`config.mk`:
```
export PLATFORM = sky130hd
export DESIGN_NAME = cpu_local_bus_control
export DESIGN_NICKNAME = d
export VERILOG_FILES = /design/src/include/lbc_pkg.sv /design/src/design/sync2.sv /design/src/design/rq_grant.sv /design/src/design/cpu_local_bus_control.sv
export SDC_FILE = /design/constraint.sdc
export NUM_CORES = 1
export LEC_CHECK = 0
export ABC_AREA = 1
export BUFFER_PORTS_ARGS = -buffer_cell sky130_fd_sc_hd__buf_2
export CAP_MARGIN = 20
export CORE_AREA = 5 5 63 121
export CTS_BUF_LIST = sky130_fd_sc_hd__clkbuf_8
export CTS_CLUSTER_DIAMETER = 50
export DETAILED_ROUTE_END_ITERATION = 10
export DIE_AREA = 0 0 68 126
export PLACE_DENSITY = 0.55
export SLEW_MARGIN = 10
export SYNTH_ARGS = -nofsm -noshare
export SYNTH_HDL_FRONTEND = slang
export SYNTH_SLANG_ARGS = --single-unit
```
`constraint.sdc`:
```
create_clock -name ref_clk -period 2.61 [get_ports ref_clk]
set_input_delay 0.3915 -clock ref_clk [delete_from_list [all_inputs] [get_ports ref_clk]]
set_output_delay 0.3915 -clock ref_clk [all_outputs]
set_load 0.02 [all_outputs]
```
`src/include/lbc_pkg.sv`:
```
// Constants, encodings and types for the local bus control block
package lbc_pkg;
  // Bus status codes
  localparam logic [2:0] ST_INT_ACK_STROBE_N = 3'h0;
  localparam logic [2:0] ST_IORD = 3'h1;
  localparam logic [2:0] ST_IOWR = 3'h2;
  localparam logic [2:0] ST_HALT = 3'h3;
  localparam logic [2:0] ST_CODE = 3'h4;
  localparam logic [2:0] ST_MRD = 3'h5;
  localparam logic [2:0] ST_MWR = 3'h6;
  localparam logic [2:0] ST_PASSIVE = 3'h7;
  // Reset values
  localparam logic [2:0] RST_STATUS = 3'h7;
  localparam logic [1:0] RST_QUEUE = 2'h0;
  // Request/grant pulse width in clocks
  localparam int RG_PULSE_CYCLES = 1;
  // Bus state machine
  typedef enum logic [2:0] {
    T_IDLE = 3'h0,
    T_1 = 3'h1,
    T_2 = 3'h2,
    T_3 = 3'h3,
    T_W = 3'h4,
    T_4 = 3'h5,
    T_HOLD = 3'h6
  } tstate_e;
  // Handover sequencer
  typedef enum logic [2:0] {
    RG_IDLE = 3'h0,
    RG_WAIT = 3'h1,
    RG_GRANT = 3'h2,
    RG_OWNED = 3'h3,
    RG_DEAD = 3'h4
  } rg_e;
endpackage

```
`src/design/sync2.sv`:
```
// Two flip-flop synchroniser for pin inputs
`timescale 1ns/1ps
module sync2 #(
  parameter int WIDTH = 1,
  parameter logic [WIDTH-1:0] INIT = '0
) (
  // Clock and reset
  input wire logic ref_clk,
  input wire logic nrst,
  // Data
  input wire logic [WIDTH-1:0] d,
  output logic [WIDTH-1:0] q
);
  logic [WIDTH-1:0] meta;
  always_ff @(posedge ref_clk or negedge nrst) begin
    if (!nrst) begin
      meta <= INIT;
      q <= INIT;
    end else begin
      meta <= d;
      q <= meta;
    end
  end
endmodule

```
`src/design/rq_grant.sv`:
```
// Pulse-based request/grant handover on two prioritised lines
`timescale 1ns/1ps
module rq_grant (
  // Clock and reset
  input wire logic ref_clk,
  input wire logic nrst,
  // Synchronised line levels, low is a pulse
  input wire logic line_hi_in,
  input wire logic line_lo_in,
  // Bus state from the sequencer
  input wire logic at_boundary,
  input wire logic enable,
  // Line drive, one-cycle low pulse while oe is high
  output logic line_hi_out,
  output logic line_hi_oe,
  output logic line_lo_out,
  output logic line_lo_oe,
  // Floating request and ownership state
  output logic want_release,
  output logic released
);
  lbc_pkg::rg_e st;
  lbc_pkg::rg_e next_st;
  logic who;
  logic next_who;
  logic req_hi;
  logic req_lo;
  logic end_pulse;
  logic pend_hi;
  logic pend_lo;
  logic want_hi;
  logic want_lo;
  logic take_hi;
  logic take_lo;
  logic own_hi;
  logic own_lo;
  logic echo_gone;
  logic grant_now;
  logic [1:0] own_cnt;
  assign req_hi = ~line_hi_in;
  assign req_lo = ~line_lo_in;
  // Our own grant pulse comes back through the synchroniser early in the tenure; it must not end it
  assign echo_gone = (own_cnt == 2'h3);
  assign end_pulse = echo_gone && (who ? req_lo : req_hi);
  assign own_hi = (st == lbc_pkg::RG_OWNED) && !who;
  assign own_lo = (st == lbc_pkg::RG_OWNED) && who;
  assign want_hi = enable && (req_hi || pend_hi);
  assign want_lo = enable && (req_lo || pend_lo);
  assign take_hi = (st == lbc_pkg::RG_IDLE) && want_hi;
  assign take_lo = (st == lbc_pkg::RG_IDLE) && !want_hi && want_lo;
  assign grant_now = (next_st == lbc_pkg::RG_GRANT) && (st != lbc_pkg::RG_GRANT);
  assign want_release = (st == lbc_pkg::RG_WAIT);
  assign released = (st == lbc_pkg::RG_GRANT) || (st == lbc_pkg::RG_OWNED);
  always_comb begin
    next_st = st;
    next_who = who;
    case (st)
      lbc_pkg::RG_IDLE: begin
        if (take_hi) begin
          next_st = lbc_pkg::RG_WAIT;
          next_who = 1'b0;
        end else if (take_lo) begin
          next_st = lbc_pkg::RG_WAIT;
          next_who = 1'b1;
        end
      end
      lbc_pkg::RG_WAIT: if (at_boundary) next_st = lbc_pkg::RG_GRANT;
      lbc_pkg::RG_GRANT: next_st = lbc_pkg::RG_OWNED;
      lbc_pkg::RG_OWNED: if (end_pulse) next_st = lbc_pkg::RG_DEAD;
      lbc_pkg::RG_DEAD: next_st = lbc_pkg::RG_IDLE;
      default: next_st = lbc_pkg::RG_IDLE;
    endcase
  end
  always_ff @(posedge ref_clk or negedge nrst) begin
    if (!nrst) begin
      st <= lbc_pkg::RG_IDLE;
      who <= 1'b0;
    end else begin
      st <= next_st;
      who <= next_who;
    end
  end
  // Grant pulse is driven exactly for the cycle after entering GRANT
  always_ff @(posedge ref_clk or negedge nrst) begin
    if (!nrst) begin
      line_hi_out <= 1'b1;
      line_hi_oe <= 1'b0;
      line_lo_out <= 1'b1;
      line_lo_oe <= 1'b0;
    end else begin
      line_hi_oe <= grant_now && !next_who;
      line_hi_out <= !(grant_now && !next_who);
      line_lo_oe <= grant_now && next_who;
      line_lo_out <= !(grant_now && next_who);
    end
  end
  // A pulse that loses to the other line or arrives while busy is kept until served
  always_ff @(posedge ref_clk or negedge nrst) begin
    if (!nrst) begin
      pend_hi <= 1'b0;
      pend_lo <= 1'b0;
      own_cnt <= 2'h0;
    end else begin
      pend_hi <= enable && !take_hi && (pend_hi || (req_hi && !own_hi));
      pend_lo <= enable && !take_lo && (pend_lo || (req_lo && !own_lo));
      own_cnt <= (st != lbc_pkg::RG_OWNED) ? 2'h0 : (echo_gone ? own_cnt : own_cnt + 2'h1);
    end
  end
endmodule

```
`src/design/cpu_local_bus_control.sv`:
```
// Local bus control and bus-mastership logic for min and max mode
// Contract
// Status 100 code fetch, 101 memory read, 110 memory write, 111 passive.
// Status 000 interrupt ack, 001 I/O read, 010 I/O write, 011 halt.
// Status leaves passive in T4 before a cycle, returns in T3 or ready TW; code leaves passive in T1 and always returns in T3.
// Bus released to another master only at end of current cycle.
// Request on high-priority line wins over low-priority line.
// Requester signals with a single one-clock low pulse.
// Grant pulse one clock in T4 or T1, hold state on next clock; code enters hold first and pulses the grant pin in the second hold clock.
// Third pulse ends tenure; device may reclaim bus next clock.
// Three pulses per exchange, one idle clock between exchanges.
// Lock low from lock prefix until next instruction completes, float in hold.
// Queue status shown the cycle after the queue operation.
// Memory/IO select valid T4 before cycle to final T4, float in hold; code drives it valid from T1.
// Write strobe low in T2, T3, T4 of writes, float in hold.
// Interrupt-ack strobe low in T2, T3, T4 of acknowledge cycles.
// Address latch pulse high in T1, never floated.
// Transceiver direction high transmit, timed like memory/IO, float in hold.
// Transceiver enable low T2 to T4 for reads, acks and writes; code enables reads and acks only from T3.
// Hold request seen high gives hold grant at T4 or T1, bus floats.
// Hold request low drops hold grant; drive bus again on next cycle.
// Hold request must be synchronous to the processor clock.
// Mode strap selects minimum or maximum mode functions.
// Shared pins carry max-mode or min-mode functions per strap.
// Control outputs stay driven and inactive between cycles while owning bus.
`timescale 1ns/1ps
module cpu_local_bus_control (
  // Clock and reset
  input wire logic ref_clk,
  input wire logic nrst,
  // Mode strap, high selects minimum mode
  input wire logic min_mode_strap,
  // Core side: cycle request, type code, ready
  input wire logic cyc_req,
  input wire logic [2:0] cyc_type,
  input wire logic ready,
  input wire logic lock_prefix,
  input wire logic instr_done,
  input wire logic [1:0] queue_op,
  // Core side answers
  output logic cyc_busy,
  output logic cyc_done,
  // Max mode status and lock
  output logic [2:0] bus_status,
  output logic bus_status_oe,
  output logic lock_n,
  output logic lock_oe,
  output logic queue_state_bit1,
  output logic queue_state_bit0,
  // Max mode request/grant lines as in, out, enable
  input wire logic bus_req_grant_hi_pri_in,
  output logic bus_req_grant_hi_pri_out,
  output logic bus_req_grant_hi_pri_oe,
  input wire logic bus_req_grant_lo_pri_in,
  output logic bus_req_grant_lo_pri_out,
  output logic bus_req_grant_lo_pri_oe,
  // Min mode controls
  output logic mem_io_sel,
  output logic write_n,
  output logic int_ack_strobe_n,
  output logic addr_latch,
  output logic xcvr_direction,
  output logic xcvr_enable_n,
  output logic ctrl_oe,
  input wire logic hold_req,
  output logic hold_grant
);
  lbc_pkg::tstate_e ts;
  lbc_pkg::tstate_e next_ts;
  logic [2:0] cur_type;
  logic strap_q;
  logic min_mode;
  logic rg_hi_s;
  logic rg_lo_s;
  logic [1:0] rg_pins_s;
  logic want_rel;
  logic rg_released;
  logic boundary;
  logic lock_act;
  logic hold_q;
  logic hold_state;
  logic rg_hi_out;
  logic rg_hi_oe;
  logic rg_lo_out;
  logic rg_lo_oe;

  // Pin inputs pass two flip-flops
  sync2 #(.WIDTH(2), .INIT(2'h3)) u_rg_sync (
    .ref_clk(ref_clk),
    .nrst(nrst),
    .d({bus_req_grant_hi_pri_in, bus_req_grant_lo_pri_in}),
    .q(rg_pins_s)
  );
  assign rg_hi_s = rg_pins_s[1];
  assign rg_lo_s = rg_pins_s[0];
  sync2 #(.WIDTH(1), .INIT(1'b0)) u_strap_sync (
    .ref_clk(ref_clk),
    .nrst(nrst),
    .d(min_mode_strap),
    .q(strap_q)
  );
  // The hold input gets the same two stages; the partner keeps it synchronous anyway
  sync2 #(.WIDTH(1), .INIT(1'b0)) u_hold_sync (
    .ref_clk(ref_clk),
    .nrst(nrst),
    .d(hold_req),
    .q(hold_q)
  );
  assign min_mode = strap_q;

  // Boundary is T4 of a finishing cycle or an idle T1 slot
  assign boundary = (ts == lbc_pkg::T_4) || (ts == lbc_pkg::T_IDLE);

  rq_grant u_rg (
    .ref_clk(ref_clk),
    .nrst(nrst),
    .line_hi_in(rg_hi_s),
    .line_lo_in(rg_lo_s),
    .at_boundary(boundary && !lock_act),
    .enable(!min_mode),
    .line_hi_out(rg_hi_out),
    .line_hi_oe(rg_hi_oe),
    .line_lo_out(rg_lo_out),
    .line_lo_oe(rg_lo_oe),
    .want_release(want_rel),
    .released(rg_released)
  );

  // Hold state comes from either handover scheme
  wire hold_ask = min_mode ? hold_q : (want_rel || rg_released);
  // Grant and hold entry share one edge, so no cycle can start on a bus already granted away
  wire go_hold = boundary && (min_mode ? hold_q : (want_rel && !lock_act));
  wire leave_hold = !hold_ask;

  always_comb begin
    next_ts = ts;
    case (ts)
      lbc_pkg::T_IDLE: begin
        if (go_hold) next_ts = lbc_pkg::T_HOLD;
        else if (cyc_req) next_ts = lbc_pkg::T_1;
      end
      lbc_pkg::T_1: next_ts = lbc_pkg::T_2;
      lbc_pkg::T_2: next_ts = lbc_pkg::T_3;
      lbc_pkg::T_3: next_ts = ready ? lbc_pkg::T_4 : lbc_pkg::T_W;
      lbc_pkg::T_W: next_ts = ready ? lbc_pkg::T_4 : lbc_pkg::T_W;
      lbc_pkg::T_4: begin
        if (go_hold) next_ts = lbc_pkg::T_HOLD;
        else if (cyc_req) next_ts = lbc_pkg::T_1;
        else next_ts = lbc_pkg::T_IDLE;
      end
      lbc_pkg::T_HOLD: if (leave_hold) next_ts = lbc_pkg::T_IDLE;
      default: next_ts = lbc_pkg::T_IDLE;
    endcase
  end

  always_ff @(posedge ref_clk or negedge nrst) begin
    if (!nrst) ts <= lbc_pkg::T_IDLE;
    else ts <= next_ts;
  end
  always_ff @(posedge ref_clk or negedge nrst) begin
    if (!nrst) cur_type <= lbc_pkg::ST_PASSIVE;
    else if (next_ts == lbc_pkg::T_1 && ts != lbc_pkg::T_1) cur_type <= cyc_type;
  end

  // Status the next cycle will show; the code is shown in T1 and T2, passive from T3
  wire starting = (next_ts == lbc_pkg::T_1);
  wire in_cycle = (next_ts == lbc_pkg::T_1) || (next_ts == lbc_pkg::T_2);
  wire [2:0] next_status = starting ? cyc_type : (in_cycle ? cur_type : lbc_pkg::ST_PASSIVE);
  wire next_hold = (next_ts == lbc_pkg::T_HOLD);
  wire is_write = (cur_type == lbc_pkg::ST_MWR) || (cur_type == lbc_pkg::ST_IOWR);
  wire is_int_ack_strobe_n = (cur_type == lbc_pkg::ST_INT_ACK_STROBE_N);
  wire is_xfer = (cur_type != lbc_pkg::ST_HALT) && (cur_type != lbc_pkg::ST_PASSIVE);
  wire data_phase = (next_ts == lbc_pkg::T_2) || (next_ts == lbc_pkg::T_3) ||
                    (next_ts == lbc_pkg::T_W) || (next_ts == lbc_pkg::T_4);
  wire next_type_sel = starting ? cyc_type[2] : cur_type[2];
  wire next_dir_sel = starting ? cyc_type[1] : cur_type[1];

  // Lock held from the prefix until the next instruction completes
  always_ff @(posedge ref_clk or negedge nrst) begin
    if (!nrst) lock_act <= 1'b0;
    else if (lock_prefix) lock_act <= 1'b1;
    else if (instr_done) lock_act <= 1'b0;
  end

  // Max mode outputs
  always_ff @(posedge ref_clk or negedge nrst) begin
    if (!nrst) begin
      bus_status <= lbc_pkg::RST_STATUS;
      bus_status_oe <= 1'b0;
      lock_n <= 1'b1;
      lock_oe <= 1'b0;
      queue_state_bit1 <= lbc_pkg::RST_QUEUE[1];
      queue_state_bit0 <= lbc_pkg::RST_QUEUE[0];
    end else begin
      bus_status <= next_status;
      bus_status_oe <= !min_mode && !next_hold;
      lock_n <= !(lock_act || lock_prefix);
      lock_oe <= !min_mode && !next_hold;
      queue_state_bit1 <= min_mode ? 1'b0 : queue_op[1];
      queue_state_bit0 <= min_mode ? 1'b0 : queue_op[0];
    end
  end

  // Grant lines only drive in max mode
  always_ff @(posedge ref_clk or negedge nrst) begin
    if (!nrst) begin
      bus_req_grant_hi_pri_out <= 1'b1;
      bus_req_grant_hi_pri_oe <= 1'b0;
      bus_req_grant_lo_pri_out <= 1'b1;
      bus_req_grant_lo_pri_oe <= 1'b0;
    end else begin
      bus_req_grant_hi_pri_out <= rg_hi_out;
      bus_req_grant_hi_pri_oe <= rg_hi_oe && !min_mode;
      bus_req_grant_lo_pri_out <= rg_lo_out;
      bus_req_grant_lo_pri_oe <= rg_lo_oe && !min_mode;
    end
  end

  // Min mode controls; between cycles they stay driven and inactive
  always_ff @(posedge ref_clk or negedge nrst) begin
    if (!nrst) begin
      mem_io_sel <= 1'b0;
      write_n <= 1'b1;
      int_ack_strobe_n <= 1'b1;
      addr_latch <= 1'b0;
      xcvr_direction <= 1'b0;
      xcvr_enable_n <= 1'b1;
      ctrl_oe <= 1'b0;
      hold_grant <= 1'b0;
    end else begin
      mem_io_sel <= in_cycle || data_phase ? next_type_sel : 1'b0;
      write_n <= !(min_mode && data_phase && is_write);
      int_ack_strobe_n <= !(min_mode && data_phase && is_int_ack_strobe_n);
      addr_latch <= min_mode && starting;
      xcvr_direction <= in_cycle || data_phase ? next_dir_sel : 1'b0;
      // Whole-clock approximation: reads open one state later than writes
      xcvr_enable_n <= !(min_mode && is_xfer && (is_write ? data_phase
                         : ((next_ts == lbc_pkg::T_3) || (next_ts == lbc_pkg::T_W) ||
                            (next_ts == lbc_pkg::T_4))));
      ctrl_oe <= min_mode && !next_hold;
      hold_grant <= min_mode && next_hold;
    end
  end

  // Core handshake
  always_ff @(posedge ref_clk or negedge nrst) begin
    if (!nrst) begin
      cyc_busy <= 1'b0;
      cyc_done <= 1'b0;
    end else begin
      cyc_busy <= (next_ts != lbc_pkg::T_IDLE) && (next_ts != lbc_pkg::T_HOLD);
      cyc_done <= (ts == lbc_pkg::T_4);
    end
  end

  a_alp_pulse: assert property (@(posedge ref_clk) disable iff (!nrst)
    addr_latch |=> !addr_latch) else $error("latch pulse longer than one clock");
  a_hold_float: assert property (@(posedge ref_clk) disable iff (!nrst)
    hold_grant |-> !ctrl_oe && !bus_status_oe) else $error("outputs driven in hold");
  a_status_end: assert property (@(posedge ref_clk) disable iff (!nrst)
    (ts == lbc_pkg::T_3 && ready) |=> bus_status == lbc_pkg::ST_PASSIVE) else $error("status not passive");
  a_write_strobe: assert property (@(posedge ref_clk) disable iff (!nrst)
    !write_n |-> min_mode && ctrl_oe) else $error("write strobe while not driving");
  a_grant_width: assert property (@(posedge ref_clk) disable iff (!nrst)
    bus_req_grant_hi_pri_oe |=> !bus_req_grant_hi_pri_oe) else $error("grant pulse too wide");
  a_grant_prio: assert property (@(posedge ref_clk) disable iff (!nrst)
    !(bus_req_grant_hi_pri_oe && bus_req_grant_lo_pri_oe)) else $error("two grants at once");
  a_lock_float: assert property (@(posedge ref_clk) disable iff (!nrst)
    (ts == lbc_pkg::T_HOLD) |-> !lock_oe) else $error("lock driven in hold");
  a_int_ack_strobe_n_strobe: assert property (@(posedge ref_clk) disable iff (!nrst)
    !int_ack_strobe_n |-> write_n) else $error("ack and write strobes together");
endmodule

```
==> flow_metrics.env, run 1 <==
export IMPL_tightestPinTransition_ps=606
export IMPL_finalNetCount=243
export IMPL_timing_rr_start="u_strap_sync.q$_DFF_PN0_"
export IMPL_ys_types=33
export IMPL_cell_internal_pwr_mw=1.51
export IMPL_setup_tns_ps=0
export IMPL_swShare=0.406
export IMPL_setup_worst_path_class="register to register"
export IMPL_min_period_ps=1610
export IMPL_synth_ff_latch_count=48
export IMPL_worst_setup_path_startpoint="u_strap_sync.q$_DFF_PN0_"
export IMPL_clockPowerShare=0.177
export IMPL_mappedNetlistNets=200
export IMPL_postPlaceCellArea_um2=2190
export IMPL_critPathBufInv=1
export IMPL_maxSlewHeadroom=0.596
export IMPL_gp_routability_congestion=0.747
export IMPL_drt_pre_antenna_iters=4
export IMPL_cap_violations=0
export IMPL_setup_viol=0
export IMPL_synth_yosys_seq_area_share=0.641
export IMPL_timing_critical_path_slowest_cell_delay_ps=560
export IMPL_die_width_um=68
export IMPL_design_core_area_um2=6570
export IMPL_most_frequent_cells_in_the_layout="36 x sky130_fd_sc_hd__buf_2, 30 x sky130_fd_sc_hd__dfrtp_1, 28 x sky130_fd_sc_hd__inv_1"
export IMPL_wirelength_um=3820
export IMPL_postSynth_asyncResetShare=1.00
export IMPL_post_synth_instance_area_um2=1910
export IMPL_dpl_hpwl_um=3020
export IMPL_clockRootBuffer="sky130_fd_sc_hd__clkbuf_8"
export IMPL_post_route_clock_period_utilization=0.618
export IMPL_clk_transition_reported_paths_ps=90
export IMPL_htree_levels=2
export IMPL_io_buffer_count=36
export IMPL_critical_path_required_ps=2850
export IMPL_worst_hold_path_type="input pin to async pin"
export IMPL_seq_power_share=0.427
export IMPL_post_drt_wl_per_cell_um=12.1
export IMPL_fmaxAchievable_ghz=0.620
export IMPL_synthesis_area_per_instance_um2=10.4
export IMPL_postLayoutCellArea_um2=2290
export IMPL_initial_utilization=0.290
export IMPL_detail_route_antenna_nets=0
export IMPL_gr_usage_all_layers=0.102
export IMPL_antenna_cells_inserted=0
export IMPL_drt_first_iter_violations=39
export IMPL_pre_cts_slack_ps=976
export IMPL_insertion_delay_ps=300
export IMPL_largest_net_degree_at_the_start_of_global_routing=29
export IMPL_hold_fix_buffers_at_cts=0
export IMPL_critPathTopFamily="simple AND/OR/NAND/NOR gates"
export IMPL_synth_edff_count=0
export IMPL_total_leakage_power_nw=1.18
export IMPL_cts_sinks=48
export IMPL_cts_inserted_buffers=5
export IMPL_setup_ws_ps=996
export IMPL_grt_overflow=0
export IMPL_cts_buffer_depth=2
export IMPL_comb_power_share=0.396
export IMPL_start_kind="register"
export IMPL_worstRegToRegCells=10
export IMPL_cp_data_arrival_time_ps=1850
export IMPL_floorplan_io_pins=37
export IMPL_slew_viol_final=0
export IMPL_post_cts_buffers=0
export IMPL_yosys_most_used_dff="sky130_fd_sc_hd__dfrtp_1"
export IMPL_cts_resized=0
export IMPL_crit_reg2reg_capture="int_ack_strobe_n$_DFF_PN1_"
export IMPL_detail_route_drc_violations=0
export IMPL_nFillCells=664
export IMPL_antenna_found_initial=0
export IMPL_cts_tree="done"
export IMPL_row_count=42
export IMPL_postSynthCellCount=184
export IMPL_chipHeight_um=126
export IMPL_crit_path_max_fanout=9
export IMPL_timing_critical_path_slowest_stage_cell="sky130_fd_sc_hd__dfrtp_1"
export IMPL_finalHoldViolations=0
export IMPL_final_layout_size_suffix_gt1_frac=0.382
export IMPL_power_density_nw_per_um2=1110
export IMPL_reg2reg_slack_ps=1000
export IMPL_die_area_um2=8570
export IMPL_switching_power_mw=1.03
export IMPL_syn_to_final_growth_pct=19.9
export IMPL_timing_critical_path_cells="inv_4 -> or2_4 -> nand3_2 -> nand2_1 -> nand2_2 -> nand2_4 -> nand2_4 -> nand2_2 -> nor2_4 -> nand2_1"
export IMPL_route_vias_total=1341
export IMPL_total_power_mw=2.55
export IMPL_vdd_ir_drop_worst_uv=528
export IMPL_end_kind="register"
export IMPL_setup_repair_after_global_routing_missed_its_margin="no"
export IMPL_outcome="finished clean"
export IMPL_synth_yosys_warnings=0
export IMPL_number_of_global_route_vias_before_repair=1419
export IMPL_detail_route_vias_per_cell=4.24
export IMPL_layout_commonest_cell="sky130_fd_sc_hd__buf_2"
export IMPL_finalClockSkew_ps=10.1
export IMPL_grt_first_pass_wirelength_um=6450
[area by class of cell]
type                            count  area (µm²)  area share
Timing Repair Buffer               38         195      0.0853
Inverter                           36         139      0.0607
Tap cell                           88         110      0.0481
Sequential cell                    48        1220       0.535
Clock inverter                      2        11.3     0.00492
Multi-Input combinational cell     98         527       0.230
Clock buffer                        6        82.6      0.0361
[layer usage]
layer  share of wire  vias to the layer above  track usage
met3           0.044                        5       0.0241
met2            0.59                       33        0.187
li1                -                      659            -
met1            0.34                      644       0.0954
met4           0.026                        0       0.0598
met5               0                        -            0
[Yosys cell counts (all sizes together) (2+ instances only)]
cell,number,share of area
inv,35,0.070
nand2,31,0.079
dfrtp,30,0.39
nor2,23,0.050
dfstp,18,0.25
nand3,13,0.039
a21oi,8,0.021
nor3,5,0.016
o21ai,4,0.010
nand4,3,0.0098
buf,2,0.0098
[state kept, by name, summed over array words and instances, names as in the netlist, 2 cells and up]
name / cells
u_rg.own_cnt: 2
u_rg_sync.q: 2
u_rg.st: 3
cur_type: 3
ts: 3
u_rg_sync.meta: 2
bus_status: 3
[metrics by stage]
| stage | hold WS, ps | util | std cells |
|---|---|---|---|
| 2_1_floorplan | 95.9 | - | 184 |
| 3_3_place_gp | 338 | 0.334 | 308 |
| 3_5_place_dp | 337 | 0.334 | 308 |
| 4_1_cts | 106 | 0.348 | 316 |
| 5_1_grt | 133 | 0.348 | 316 |
| 6_report | 92.5 | 0.348 | 316 |
[cells by family (layout without fill, tap and decap cells)]
group                      Yosys count  after routing  share of synthesized area
adders and majority gates            1              1                    0.00656
xor gates and xnor gates             1              1                    0.00459
and+or+nand+nor                     76             76                      0.199
DFF                                 48             48                      0.641
buffers and inverters               38             82                     0.0826
muxes                                1              1                    0.00590
AOI/OAI and AO/OA                   19             19                     0.0597
[power by group through the flow]
stage	Clock (mW)	Combinational, mW	Sequential, mW
4_1_cts	0.479	1.03	1.09
3_5_place_dp	0	1.03	1.10
6_report	0.451	1.01	1.09
3_3_place_gp	0	1.01	1.10
5_1_grt	0.502	1.15	1.11
2_1_floorplan	0	0.675	1.18
[worst max path at each step]
stage	slack, ps	depth (start not counted)	endpoint
2_1_floorplan	1240	10	int_ack_strobe_n$_DFF_PN1_
4_1_cts	960	10	int_ack_strobe_n$_DFF_PN1_
5_1_grt	830	7	mem_io_sel$_DFF_PN0_
3_5_place_dp	980	10	int_ack_strobe_n$_DFF_PN1_
3_3_place_gp	990	10	int_ack_strobe_n$_DFF_PN1_
6_report	1000	10	int_ack_strobe_n$_DFF_PN1_
Power figures use the tool's default switching activity.
==> run 2: changes to the inputs <==
ABC_AREA = 0   (was 1)
CORE_AREA = 5 5 64 123   (was 5 5 63 121)
DIE_AREA = 0 0 69 128   (was 0 0 68 126)
clock period = 1.5 ns   (was 2.61 ns; I/O delays follow)
==> run 2 against run 1 <==
Effect of this change:
- the flow now finishes with violations (negative setup slack)
- via count grew 0.37%
- cell area grew 12%
- clock power grew 96%
- routed wire length grew 6.1%
- flip-flop and latch count is the same
- sequential share of layout area shrank 5.6 points
- core utilization grew 2.4 points
- worst hold slack lost 73 ps
- critical path type unchanged
- largest power group unchanged
- die area grew 3.1%
==> flow_metrics.env, run 2 <==
export IMPL_crit_reg2reg_capture="xcvr_direction$_DFF_PN0_"
export IMPL_finalNetCount=224
export IMPL_reg2reg_slack_ps=-40
export IMPL_number_of_cells_on_the_worst_hold_path=1
export IMPL_yosys_cell_count_top_type="sky130_fd_sc_hd__dfrtp_1"
export IMPL_min_period_ps=1540
export IMPL_timing_critical_path_slowest_cell_delay_ps=420
export IMPL_outcome="complete, but fails checks"
export IMPL_postPlaceCellArea_um2=2330
export IMPL_critPathTopFamily="simple AND/OR/NAND/NOR gates"
export IMPL_synth_ff_latch_count=48
export IMPL_post_synth_top_area_cell="sky130_fd_sc_hd__dfrtp_1"
export IMPL_io_buffer_count=36
export IMPL_wirelength_um=4060
export IMPL_setup_repair_after_global_routing_missed_its_margin="yes"
export IMPL_dp_cells=286
export IMPL_mappedNetlistNets=170
export IMPL_post_route_clock_period_utilization=1.03
export IMPL_timing_critical_path_cells="nor4b_4 -> mux2i_4 -> and3_4 -> a22o_2"
export IMPL_power_density_nw_per_um2=1880
export IMPL_cp_data_arrival_time_ps=1730
export IMPL_detail_route_vias_per_cell=4.50
export IMPL_design_core_area_um2=6890
export IMPL_yosys_most_used_dff="sky130_fd_sc_hd__dfrtp_1"
export IMPL_ys_types=46
export IMPL_yosysTopAreaCellShare=0.381
export IMPL_ys_top_cells_by_count="30 x sky130_fd_sc_hd__dfrtp_1, 18 x sky130_fd_sc_hd__dfstp_2, 11 x sky130_fd_sc_hd__nor2_1, 9 x sky130_fd_sc_hd__nand3_1, 8 x sky130_fd_sc_hd__nor2b_1"
export IMPL_grt_first_pass_wirelength_um=6780
export IMPL_finalClockSkew_ps=6.08
export IMPL_synth_yosys_warnings=0
export IMPL_total_power_mw=4.81
export IMPL_detail_route_antenna_nets=0
export IMPL_cts_sinks=48
export IMPL_cap_violations=0
export IMPL_largest_net_degree_at_the_start_of_global_routing=35
export IMPL_detail_route_drc_violations=0
export IMPL_dpl_hpwl_um=3060
export IMPL_drt_pre_antenna_iters=4
export IMPL_fmaxAchievable_ghz=0.650
export IMPL_synthesis_area_per_instance_um2=12.8
export IMPL_critical_path_required_ps=1690
export IMPL_floorplan_io_pins=37
export IMPL_layout_commonest_cell="sky130_fd_sc_hd__buf_2"
export IMPL_clockRootBuffer="sky130_fd_sc_hd__clkbuf_8"
export IMPL_antenna_found_initial=0
export IMPL_syn_to_final_growth_pct=30.1
export IMPL_route_vias_total=1346
export IMPL_final_layout_size_suffix_gt1_frac=0.507
export IMPL_slew_viol_final=0
export IMPL_most_frequent_cells_in_the_layout="36 x sky130_fd_sc_hd__buf_2, 27 x sky130_fd_sc_hd__dfrtp_1, 18 x sky130_fd_sc_hd__dfstp_2"
export IMPL_startpoint_of_the_lowest_slack_hold_path="bus_req_grant_lo_pri_in"
export IMPL_chipHeight_um=128
export IMPL_cts_inserted_buffers=5
export IMPL_postLayoutCellArea_um2=2560
export IMPL_tightestPinTransition_ps=407
export IMPL_htree_levels=2
export IMPL_worstRegToRegCells=4
export IMPL_worst_hold_path_type="input pin to register"
export IMPL_failing_checks="negative setup slack"
export IMPL_clk_transition_reported_paths_ps=80
export IMPL_postSynth_asyncResetShare=1.00
export IMPL_drt_first_iter_violations=69
export IMPL_finalHoldViolations=0
export IMPL_multi_input_comb_area_um2=737
export IMPL_grt_overflow=0
export IMPL_cts_buffer_depth=2
export IMPL_vdd_ir_drop_worst_uv=482
export IMPL_post_synth_instance_area_um2=1970
export IMPL_start_kind="register"
export IMPL_setup_worst_path_class="register to register"
export IMPL_min_to="u_rg_sync.meta[0]$_DFF_PN1_"
export IMPL_post_route_util=0.372
export IMPL_row_count=43
export IMPL_maxSlewHeadroom=0.727
export IMPL_timing_critical_path_slowest_stage_cell="sky130_fd_sc_hd__dfrtp_1"
export IMPL_die_area_um2=8830
export IMPL_total_leakage_power_nw=1.15
export IMPL_layout_cells_non_filler=299
export IMPL_antenna_cells_inserted=0
export IMPL_number_of_global_route_vias_before_repair=1412
export IMPL_crit_path_max_fanout=6
export IMPL_end_kind="register"
export IMPL_synth_top_cells_by_area="sky130_fd_sc_hd__dfrtp_1 38%, sky130_fd_sc_hd__dfstp_2 24%, sky130_fd_sc_hd__nor2b_1 2.5%"
export IMPL_critPathBufInv=0
export IMPL_post_drt_wl_per_cell_um=13.6
export IMPL_cts_tree="done"
export IMPL_setup_tns_ps=-201
export IMPL_synth_edff_count=0
export IMPL_area_sequential_um2=1230
export IMPL_synth_yosys_seq_area_share=0.621
export IMPL_timing_rr_start="u_rg.st[1]$_DFF_PN0_"
export IMPL_postSynthCellCount=154
export IMPL_gr_usage_all_layers=0.0986
export IMPL_timing_hold_ws_ps=20.0
export IMPL_insertion_delay_ps=300
export IMPL_nFillCells=716
export IMPL_die_width_um=69
export IMPL_pre_cts_slack_ps=-131
export IMPL_setup_viol=6
export IMPL_setup_ws_ps=-39.2
export IMPL_gp_routability_congestion=0.809
export IMPL_initial_utilization=0.286
## run 2: changes by cell type after synthesis, sizes merged, moves of 4 or more
| cell | previous run | this run |
|---|---|---|
| buf | 2 | 6 |
| clkbuf | 0 | 4 |
| inv | 35 | 4 |
| nand2 | 31 | 6 |
| nand2b | 0 | 4 |
| nand3 | 13 | 9 |
| nor2 | 23 | 11 |
| nor2b | 0 | 8 |
## run 2: worst max path at each step
stage                                    start                         to  slack (ps)  cells after the start
after floorplan           u_rg.st[1]$_DFF_PN0_    cur_type[0]$_DFFE_PN1P_        -150                      6
after global placement    u_rg.st[2]$_DFF_PN0_  u_rg.line_lo_oe$_DFF_PN0_         -90                      5
after detailed placement  u_rg.st[1]$_DFF_PN0_       mem_io_sel$_DFF_PN0_        -130                      4
after CTS                 lock_act$_DFFE_PN0P_       mem_io_sel$_DFF_PN0_         -40                      4
after global routing      u_rg.st[1]$_DFF_PN0_   xcvr_direction$_DFF_PN0_         -80                      4
final                     u_rg.st[1]$_DFF_PN0_   xcvr_direction$_DFF_PN0_         -40                      4
## run 2: what timing repair did
item | in CTS | in global routing
resized for setup | 6 | 15
buffers inserted | 1 | 3
gates cloned | 0 | 0
pin swaps | 1 | 7
hold buffers | 1 | 0
setup endpoints to repair | 12 | 16
hold endpoints to repair | 10 | 0
## run 2: kinds of logic after synthesis
| family | Yosys count | share of synthesized area |
|---|---|---|
| simple gates | 55 | 0.166 |
| flops | 48 | 0.621 |
| compound gates | 26 | 0.0998 |
| buf+inv | 14 | 0.0432 |
| mux | 6 | 0.0445 |
| fa+ha+maj | 3 | 0.0165 |
| xor+xnor | 2 | 0.00890 |
## run 2: area by class of cell
cell class | instances | area share
Tap cell | 90 | 0.0439
Inverter | 4 | 0.00586
Clock buffer | 5 | 0.0269
Clock inverter | 3 | 0.0146
Multi-Input combinational cell | 92 | 0.288
Sequential cell | 48 | 0.479
Timing Repair Buffer | 57 | 0.142
## run 2: power by group
| part | internal [mW] | total [mW] | switching [mW] |
|---|---|---|---|
| logic | 0.945 | 1.95 | 1.01 |
| registers | 1.71 | 1.97 | 0.262 |
| clock network | 0.485 | 0.884 | 0.399 |
## run 2: layer usage
| layer | part of all wire | vias to the layer above | GRT usage |
|---|---|---|---|
| met4 | 0.037 | 0 | 0.0725 |
| met1 | 0.35 | 663 | 0.0938 |
| li1 | - | 643 | - |
| met2 | 0.57 | 31 | 0.180 |
| met5 | 0 | - | 0 |
| met3 | 0.043 | 9 | 0.0243 |
